**src/hw/timer_blocks_pkg.sv**
```systemverilog
package timer_blocks_pkg;
  localparam int CNT_W = 4;
  localparam logic [3:0] MOD_MIN = 4'h5;
  localparam logic [3:0] MOD_MAX = 4'hf;
  localparam logic [3:0] QUINARY_TOP = 4'h4;
  localparam int TU_W = 7;
  localparam logic [6:0] TOTAL_UNITS = 7'h64;
  localparam logic [6:0] TAP_10 = 7'h0a;
  localparam logic [6:0] TAP_20 = 7'h14;
  localparam logic [6:0] TAP_50 = 7'h32;
  localparam logic [6:0] ZERO_UNITS = 7'h00;
  localparam logic [6:0] ONE_UNIT = 7'h01;
  localparam logic [3:0] ZERO_CNT = 4'h0;
  localparam logic [3:0] ONE_CNT = 4'h1;
  localparam logic [2:0] RING_A = 3'h1;
  localparam logic [2:0] RING_B = 3'h2;
  localparam logic [2:0] RING_C = 3'h4;

  typedef enum logic [1:0] {PERIOD_A, PERIOD_B, PERIOD_C} period_t;

  typedef struct packed {
    logic [TU_W-1:0] preset_a;
    logic [TU_W-1:0] preset_ab;
  } timer_cfg_t;

  typedef struct packed {
    logic [CNT_W-1:0] count;
    logic carry_out;
  } counter_out_t;
endpackage

```
**src/hw/modulo_counter.sv**
```systemverilog
`timescale 1ns/1ps
`default_nettype none
// Modulo-X counter stage: cascade by carry_out -> carry_in of next stage.
module modulo_counter (
  input wire logic clk_in,
  input wire logic rst_in,
  input wire logic carry_in,
  input wire logic enable_in,
  input wire logic sync_clear,
  input wire logic [timer_blocks_pkg::CNT_W-1:0] modulus_in,
  output timer_blocks_pkg::counter_out_t cnt_out
);
  typedef struct packed {
    logic [timer_blocks_pkg::CNT_W-1:0] count;
  } mc_state_t;
  mc_state_t st_q;
  mc_state_t st_d;
  logic at_top;

  assign at_top = (st_q.count == modulus_in - timer_blocks_pkg::ONE_CNT);
  always_comb begin
    st_d = st_q;
    if (sync_clear) begin
      st_d.count = timer_blocks_pkg::ZERO_CNT;
    end else if (carry_in && enable_in) begin
      st_d.count = at_top ? timer_blocks_pkg::ZERO_CNT : st_q.count + timer_blocks_pkg::ONE_CNT;
    end
  end
  always_ff @(posedge clk_in or posedge rst_in) begin
    if (rst_in) begin
      st_q <= '0;
    end else begin
      st_q <= st_d;
    end
  end
  assign cnt_out.count = st_q.count;
  assign cnt_out.carry_out = at_top && carry_in;
endmodule // modulo_counter
`default_nettype wire

```
**src/hw/modulo_counters_and_interval_timers.sv**
```systemverilog
`timescale 1ns/1ps
`default_nettype none
// Operation
// - carry_out high at max count with carry_in
// - count advances only with carry_in and enable
// - enable gates counting, not carry_out
// - carry_out lasts while max and carry_in
// - stages cascade carry_out into carry_in
// - moduli five to fifteen decode terminal count
// - edge pulse predicts flip-flop rising edge
// - inverted input gives falling edge pulse
// - enable high gives one-clock pulse
// - cycle counter counts each comparator rise
// - two-state: fixed total, preset first period
// - three-state timer period is 100 units
// - load state clears flip-flops and count
// - preset match enters B, asserts hold override
// - A+B decode sets second flip-flop, period C
// - after 100 units both clear, restart
// - sync clear acts next edge, ignoring enable
// - quinary counter clears one clock after carry
// - tap 10 moves ring to B
// - tap 50 arms, tap 20 sets at 60
// - next tap 20 at 80 moves ring to C
// - tap 100 returns ring to A
// - preset load is synchronous, ignores enable
module modulo_counters_and_interval_timers (
  input wire logic clk_in,
  input wire logic rst_in,
  input wire logic run_in,
  input wire logic time_base_in,
  input wire logic chain_carry_in,
  input wire logic chain_enable_in,
  input wire logic [timer_blocks_pkg::CNT_W-1:0] modulus_in,
  input wire logic diff_in,
  input wire logic diff_invert_in,
  input wire logic diff_enable_in,
  input wire logic comparator_in,
  input wire logic preset_load_input,
  input wire logic [timer_blocks_pkg::CNT_W-1:0] preset_value_in,
  input wire timer_blocks_pkg::timer_cfg_t timer_cfg_in,
  output logic [2*timer_blocks_pkg::CNT_W-1:0] chain_count_out,
  output logic chain_carry_out,
  output logic edge_pulse_out,
  output logic [timer_blocks_pkg::CNT_W-1:0] cycle_count_out,
  output logic [timer_blocks_pkg::CNT_W-1:0] quinary_count_out,
  output logic two_state_b_out,
  output timer_blocks_pkg::period_t var_period_out,
  output logic integrator_hold_out,
  output logic [2:0] ring_out,
  output logic [timer_blocks_pkg::TU_W-1:0] preset_reg_out
);
  typedef struct packed {
    logic diff_ff;
    logic cmp_ff;
    logic [timer_blocks_pkg::CNT_W-1:0] cycle_cnt;
    logic [timer_blocks_pkg::TU_W-1:0] two_cnt;
    logic [timer_blocks_pkg::TU_W-1:0] variable_carry_counter;
    logic ff_first;
    logic ff_second;
    logic [timer_blocks_pkg::TU_W-1:0] multi_cnt;
    logic [2:0] ring;
    logic store_50;
    logic armed_60;
    logic [timer_blocks_pkg::CNT_W-1:0] preset_reg;
  } top_state_t;
  top_state_t st_q;
  top_state_t st_d;

  timer_blocks_pkg::counter_out_t stage_out [2];
  logic [1:0] stage_ci;
  logic diff_src;
  logic variable_carry_pulse;
  logic quin_co;
  logic var_hit_a;
  logic var_last;
  timer_blocks_pkg::counter_out_t quin_out;
  logic tap10, tap20, tap50, tap100;
  logic [timer_blocks_pkg::TU_W-1:0] multi_next;

  // Each stage after the first takes the previous stage's carry_out; the first takes chain_carry_in; one shared enable
  genvar gi;
  generate
    for (gi = 0; gi < 2; gi++) begin : g_stage
      if (gi == 0) begin : g_first
        assign stage_ci[gi] = chain_carry_in;
      end else begin : g_next
        assign stage_ci[gi] = stage_out[gi-1].carry_out;
      end
      modulo_counter u_stage (
        .clk_in(clk_in),
        .rst_in(rst_in),
        .carry_in(stage_ci[gi]),
        .enable_in(chain_enable_in),
        .sync_clear(1'b0),
        .modulus_in(modulus_in),
        .cnt_out(stage_out[gi])
      );
    end
  endgenerate
  assign chain_count_out = {stage_out[1].count, stage_out[0].count};
  assign chain_carry_out = stage_out[1].carry_out;

  // Carry fed back to the clear input; the stage never reaches its own wrap
  modulo_counter u_quinary (
    .clk_in(clk_in),
    .rst_in(rst_in),
    .carry_in(time_base_in),
    .enable_in(1'b1),
    .sync_clear(quin_co),
    .modulus_in(timer_blocks_pkg::MOD_MAX),
    .cnt_out(quin_out)
  );

  function automatic logic tap_hit(input logic [timer_blocks_pkg::TU_W-1:0] cnt,
                                   input logic [timer_blocks_pkg::TU_W-1:0] step);
    tap_hit = (cnt % step) == timer_blocks_pkg::ZERO_UNITS;
  endfunction

  assign diff_src = diff_in ^ diff_invert_in;
  // Pulse predicts the flip-flop's next 0->1; widens while enable stays low
  assign edge_pulse_out = diff_src && !st_q.diff_ff;
  // Terminal count decoded by a gate outside the stage, so only time-base units can clear it
  assign quin_co = (quin_out.count == timer_blocks_pkg::QUINARY_TOP) && time_base_in;
  assign var_hit_a = st_q.variable_carry_counter == timer_cfg_in.preset_a;
  assign var_last = st_q.variable_carry_counter == timer_blocks_pkg::TOTAL_UNITS - timer_blocks_pkg::ONE_UNIT;
  assign variable_carry_pulse = run_in && time_base_in &&
                                (st_q.variable_carry_counter == timer_cfg_in.preset_ab);
  assign multi_next = st_q.multi_cnt + timer_blocks_pkg::ONE_UNIT;
  assign tap10 = run_in && time_base_in && tap_hit(multi_next, timer_blocks_pkg::TAP_10);
  assign tap20 = run_in && time_base_in && tap_hit(multi_next, timer_blocks_pkg::TAP_20);
  assign tap50 = run_in && time_base_in && tap_hit(multi_next, timer_blocks_pkg::TAP_50);
  assign tap100 = run_in && time_base_in && (multi_next == timer_blocks_pkg::TOTAL_UNITS);

  always_comb begin
    st_d = st_q;
    if (diff_enable_in) begin
      st_d.diff_ff = diff_src;
    end
    st_d.cmp_ff = comparator_in;
    if (comparator_in && !st_q.cmp_ff) begin
      st_d.cycle_cnt = st_q.cycle_cnt + timer_blocks_pkg::ONE_CNT;
    end
    if (preset_load_input) begin
      st_d.preset_reg = preset_value_in;
    end
    if (!run_in) begin
      st_d.two_cnt = timer_blocks_pkg::ZERO_UNITS;
      st_d.variable_carry_counter = timer_blocks_pkg::ZERO_UNITS;
      st_d.ff_first = 1'b0;
      st_d.ff_second = 1'b0;
      st_d.multi_cnt = timer_blocks_pkg::ZERO_UNITS;
      st_d.ring = timer_blocks_pkg::RING_A;
      st_d.store_50 = 1'b0;
      st_d.armed_60 = 1'b0;
    end else if (time_base_in) begin
      // Two-state timer: fixed total, first period from preset
      if (st_q.two_cnt == timer_cfg_in.preset_ab) begin
        st_d.two_cnt = timer_blocks_pkg::ZERO_UNITS;
      end else begin
        st_d.two_cnt = st_q.two_cnt + timer_blocks_pkg::ONE_UNIT;
      end
      if (var_last) begin
        st_d.variable_carry_counter = timer_blocks_pkg::ZERO_UNITS;
        st_d.ff_first = 1'b0;
        st_d.ff_second = 1'b0;
      end else begin
        st_d.variable_carry_counter = st_q.variable_carry_counter + timer_blocks_pkg::ONE_UNIT;
        if (var_hit_a) begin
          st_d.ff_first = 1'b1;
        end
        if (variable_carry_pulse && st_q.ff_first) begin
          st_d.ff_second = 1'b1;
        end
      end
      // Multi-tap timer feeding the ring counter
      if (tap100) begin
        st_d.multi_cnt = timer_blocks_pkg::ZERO_UNITS;
        st_d.ring = timer_blocks_pkg::RING_A;
        st_d.store_50 = 1'b0;
        st_d.armed_60 = 1'b0;
      end else begin
        st_d.multi_cnt = multi_next;
        if (tap10 && st_q.ring == timer_blocks_pkg::RING_A) begin
          st_d.ring = timer_blocks_pkg::RING_B;
        end
        if (tap50) begin
          st_d.store_50 = 1'b1;
        end
        if (tap20 && st_q.store_50 && !st_q.armed_60) begin
          st_d.armed_60 = 1'b1;
        end
        if (tap20 && st_q.armed_60) begin
          st_d.ring = timer_blocks_pkg::RING_C;
        end
      end
    end
  end

  always_ff @(posedge clk_in or posedge rst_in) begin
    if (rst_in) begin
      st_q <= '0;
      st_q.ring <= timer_blocks_pkg::RING_A;
    end else begin
      st_q <= st_d;
    end
  end

  assign cycle_count_out = st_q.cycle_cnt;
  assign quinary_count_out = quin_out.count;
  assign two_state_b_out = st_q.two_cnt >= timer_cfg_in.preset_a;
  assign integrator_hold_out = st_q.ff_first && !st_q.ff_second;
  assign var_period_out = st_q.ff_second ? timer_blocks_pkg::PERIOD_C :
                          (st_q.ff_first ? timer_blocks_pkg::PERIOD_B : timer_blocks_pkg::PERIOD_A);
  assign ring_out = st_q.ring;
  assign preset_reg_out = {{(timer_blocks_pkg::TU_W-timer_blocks_pkg::CNT_W){1'b0}}, st_q.preset_reg};
endmodule // modulo_counters_and_interval_timers
`default_nettype wire

```
**config.mk**
```make
export PLATFORM = sky130hd
export DESIGN_NAME = modulo_counters_and_interval_timers
export DESIGN_NICKNAME = d
export VERILOG_FILES = /design/src/hw/timer_blocks_pkg.sv /design/src/hw/modulo_counter.sv /design/src/hw/modulo_counters_and_interval_timers.sv
export SDC_FILE = /design/constraint.sdc
export NUM_CORES = 1
export LEC_CHECK = 0
export ABC_AREA = 1
export BUFFER_PORTS_ARGS = -buffer_cell sky130_fd_sc_hd__buf_4
export CAP_MARGIN = 25
export CORE_MARGIN = 2
export CORE_UTILIZATION = 47
export DETAILED_ROUTE_END_ITERATION = 16
export GPL_TIMING_DRIVEN = 0
export PLACE_DENSITY_LB_ADDON = 0.15
export REMOVE_ABC_BUFFERS = 1
export SLEW_MARGIN = 20
export SYNTH_ARGS = -nofsm -noshare
export SYNTH_HDL_FRONTEND = slang
export SYNTH_SLANG_ARGS = --single-unit
```
**constraint.sdc**
```tcl
create_clock -name clk_in -period 6.1 [get_ports clk_in]
set_input_delay 0.61 -clock clk_in [delete_from_list [all_inputs] [get_ports clk_in]]
set_output_delay 0.61 -clock clk_in [all_outputs]
set_load 0.01 [all_outputs]
```
==> impl_metrics.sql <==
INSERT INTO impl_metrics (metric_group, metric, value, unit) VALUES
('timing', 'final_period_minus_worst_setup_slack', '2.84', 'ns'),
('timing', 'hold_slack', '0.291', 'ns'),
('die', 'floorplan.core_area', '7250', 'sq um'),
('setup_path', 'cp_max_fo', '7', ''),
('worst_hold_path', 'holdCritPathClass', 'primary input to asynchronous set/reset pin', ''),
('cts', 'htreeDepth', '2', ''),
('timing', 'layout_worst_path_cycle_share', '46.5', '%'),
('drt', 'drt-total-wl', '7.17', 'mm'),
('yosys', 'synth_area_per_cell', '8.08', 'sq um'),
('global_route', 'largest_net_degree_at_the_start_of_global_routing', '35', ''),
('timing', 'slew_headroom', '63.1', '%'),
('timing', 'timing.final.max_slew_violations', '0', ''),
('cells_and_area', 'fin_nets', '540', ''),
('die', 'count_of_pins_on_the_block_boundary', '65', ''),
('cells_and_area', 'most_common_library_cell_in_the_layout_ignoring_fill_and_taps', 'sky130_fd_sc_hd__inv_1', ''),
('cells_and_area', 'flow.area_growth_from_synthesis', '16.8', '%'),
('die', 'floorplan.die.width', '90.4', 'microns'),
('yosys', 'netlist-cell-type-count', '43', ''),
('global_route', 'antenna_found_initial', '0', ''),
('setup_path', 'worst_ep_arrival_time', '3.07', 'ns'),
('timing', 'final_setup_violations', '0', ''),
('setup_path', 'setup.worst_path.class', 'register to register', ''),
('drt', 'vias', '2968', ''),
('drt', 'antenna_left', '0', ''),
('die', 'die_y', '90.4', 'microns'),
('placement', 'placed_cells', '579', ''),
('placement', 'detailedPlacementHpwl', '5.69', 'mm'),
('placement', 'final_weighted_congestion_in_routability_driven_placement', '0.874', ''),
('yosys', 'synth.yosys.seq_area_share', '35.7', '%'),
('global_route', 'grtUsageTotal', '18.8', '%'),
('cts', 'clockRootBuffer', 'sky130_fd_sc_hd__clkbuf_8', ''),
('global_route', 'grt_pass1_wl', '13.0', 'mm'),
('timing', 'maxClockFrequency', '0.352', 'GHz'),
('cts', 'hold_buffers', '0', ''),
('setup_path', 'critPathRequiredTime', '6.33', 'ns'),
('drt', 'drtIter0Drc', '92', ''),
('drt', 'post-route-drc-count', '0', ''),
('yosys', 'synth.ff_latch_count', '50', ''),
('cells_and_area', 'final_cell_mix', 'sky130_fd_sc_hd__inv_1, sky130_fd_sc_hd__nand2_1, sky130_fd_sc_hd__buf_4', ''),
('cells_and_area', 'antenna_cells', '0', ''),
('yosys', 'syn-cell-area', '3500', 'sq um'),
('yosys', 'synth.yosys.warnings', '0', ''),
('cells_and_area', 'share_of_post_route_cells_with_drive_strength_above_1', '22.7', '%'),
('yosys', 'synth_top_flop_cell', 'sky130_fd_sc_hd__dfrtp_1', ''),
('drt', 'drt-pass1-iter-count', '4', ''),
('drt', 'post_drt_via_cell_ratio', '5.06', ''),
('yosys', 'synth_enable_flop_cells', '0', ''),
('die', 'fp.dieArea', '8160', 'sq um'),
('cts', 'clkSlewWorstSetupHoldPaths', '0.09', 'ns'),
('setup_path', 'critical_path.endpoint_type', 'register', ''),
('cts', 'insertion_delay', '0.30', 'ns'),
('pwr', 'p_leak', '0.00201', 'uW'),
('cts', 'post-cts-setup-buffer-count', '0', ''),
('yosys', 'async_flop_share', '100', '%'),
('global_route', 'first_global_vias', '2915', ''),
('cts', 'tritoncts', 'done', ''),
('placement', 'io_buffers', '61', ''),
('drt', 'wire_per_inst', '12.2', 'microns'),
('run', 'timing.max_cap.violations', '0', ''),
('cts', 'number_of_buffers_created_by_cts', '5', ''),
('pwr', 'powerDensity', '271', 'nW/um^2'),
('timing', 'fin_tns_setup', '0', 'ns'),
('timing', 'worstMarginPinSlew', '0.553', 'ns'),
('cts', 'clock-sinks', '50', ''),
('die', 'rows', '31', ''),
('timing', 'timing.final.hold_violations', '0', ''),
('yosys', 'postSynthCellCount', '434', ''),
('die', 'initial_core_util', '48.3', '%'),
('status', 'status', 'completed', ''),
('cts', 'max-clock-path-buffers', '2', ''),
('cts', 'post_cts.resized_instances', '0', ''),
('pwr', 'vdd_drop_max', '169', 'uV'),
('cells_and_area', 'final_cell_count_no_fill', '587', ''),
('setup_path', 'cp-start-kind', 'register', ''),
('global_route', 'grt-ovfl-total', '0', ''),
('timing', 'fin_worst_skew', '0.00320', 'ns'),
('timing', 'grt_setup_unrepaired', 'false', '');
[synth_stat cells, drive strengths merged, types with 2 or more instances]
library cell	instances	share of area, %
o22ai	16	2.9
a221oi	4	1.0
nor3	8	1.3
a21oi	16	2.4
ha	20	7.1
o21ai	20	3.0
dfrtp	49	35
nor2	35	4.5
mux2	5	1.6
xor2	19	4.7
or2	2	0.36
nand2	80	10
buf	17	3.6
nand4	15	2.7
nand3	28	4.4
xnor2	12	3.0
inv	70	7.6
o21a	4	0.86
nor3b	2	0.43
[final cells by class]
class	count	area [sq um]
clock inverter	3	40.0
timing repair buffer	62	478
clock buffer	5	68.8
multi-input combinational	298	1860
fill	694	3160
tap	99	124
inverter	70	268
sequential	50	1250
[sequential cells by signal (all words and copies together) (netlist names)]
register	count
u_quinary.st_q	4
cycle_count_out	4
preset_reg_out	4
st_q	27
g_stage.u_stage.st_q	8
ring_out	3
[worst max-delay path, stage by stage, from the launching register on]
cell and delay [ns]:
sky130_fd_sc_hd__dfrtp_1 0.44, sky130_fd_sc_hd__ha_1 0.27, sky130_fd_sc_hd__nand2_2 0.13, sky130_fd_sc_hd__inv_1 0.08
sky130_fd_sc_hd__nor2_4 0.16, sky130_fd_sc_hd__inv_1 0.17, sky130_fd_sc_hd__nand3_2 0.16, sky130_fd_sc_hd__nand2_2 0.08
sky130_fd_sc_hd__nand2_1 0.08, sky130_fd_sc_hd__nand2_1 0.10, sky130_fd_sc_hd__ha_1 0.27, sky130_fd_sc_hd__or2_2 0.29
sky130_fd_sc_hd__a211oi_1 0.18, sky130_fd_sc_hd__nand4_1 0.12, sky130_fd_sc_hd__nand2_1 0.07, sky130_fd_sc_hd__nand2_1 0.06
sky130_fd_sc_hd__a21oi_2 0.11
[where the power goes]
part | total (uW) | leakage (uW) | internal, uW | switching, uW
Sequential | 467 | 0.000644 | 393 | 74.2
Clock | 228 | 0.0000579 | 121 | 108
Combinational | 413 | 0.00131 | 201 | 212
Total | 1110 | 0.00201 | 715 | 394
[metal layers]
| layer | routed length, microns | vias up | global-route usage [%] |
|---|---|---|---|
| li1 | - | 1517 | - |
| met4 | 55 | 0 | 3.46 |
| met1 | 3310 | 1383 | 24.5 |
| met3 | 274 | 5 | 3.17 |
| met5 | 0 | - | 0 |
| met2 | 3530 | 63 | 33.3 |
[path summary, 6_finish.rpt]
kind                                                 from                                      to  slack, ns  cells after the start
max                                   st_q[9]$_DFFE_PP0P_                     st_q[5]$_DFFE_PP0P_       3.26                     16
max reg2reg                           st_q[9]$_DFFE_PP0P_                     st_q[5]$_DFFE_PP0P_       3.26                     16
min                                                rst_in  g_stage[0].u_stage.st_q[1]$_DFFE_PP0P_       0.29                      2
min in group clk_in                         comparator_in                      st_q[36]$_DFF_PP0_       0.42                      1
max in group asynchronous                          rst_in           u_quinary.st_q[1]$_DFFE_PP0P_       5.30                      3
min reg2reg                cycle_count_out[3]$_DFFE_PP0P_          cycle_count_out[3]$_DFFE_PP0P_       0.48                      1
[cell families (layout without fill, tap and decap cells)]
| family | count (synthesis) | in the layout | share of synthesized area [%] |
|---|---|---|---|
| muxes | 6 | 6 | 1.89 |
| and+or+nand+nor | 172 | 172 | 24.5 |
| xor gates and xnor gates | 31 | 31 | 7.75 |
| AOI/OAI and AO/OA | 66 | 66 | 11.5 |
| other | 1 | 3 | 0.107 |
| buffers and inverters | 88 | 140 | 11.3 |
| adders and majority gates | 20 | 20 | 7.14 |
| DFF | 50 | 50 | 35.7 |
[per-stage QoR]
step	setup slack (ns)	power [uW]	instance area (sq um)	util (%)
after detailed placement	3.31	888	3990	54.9
after global routing	3.03	1200	4090	56.4
final	3.26	1110	4090	56.4
after CTS	3.28	1120	4090	56.4
after global placement	3.32	876	3970	54.7
after floorplan	3.60	725	3380	-
Note: power is estimated with default switching activity, not from simulation.
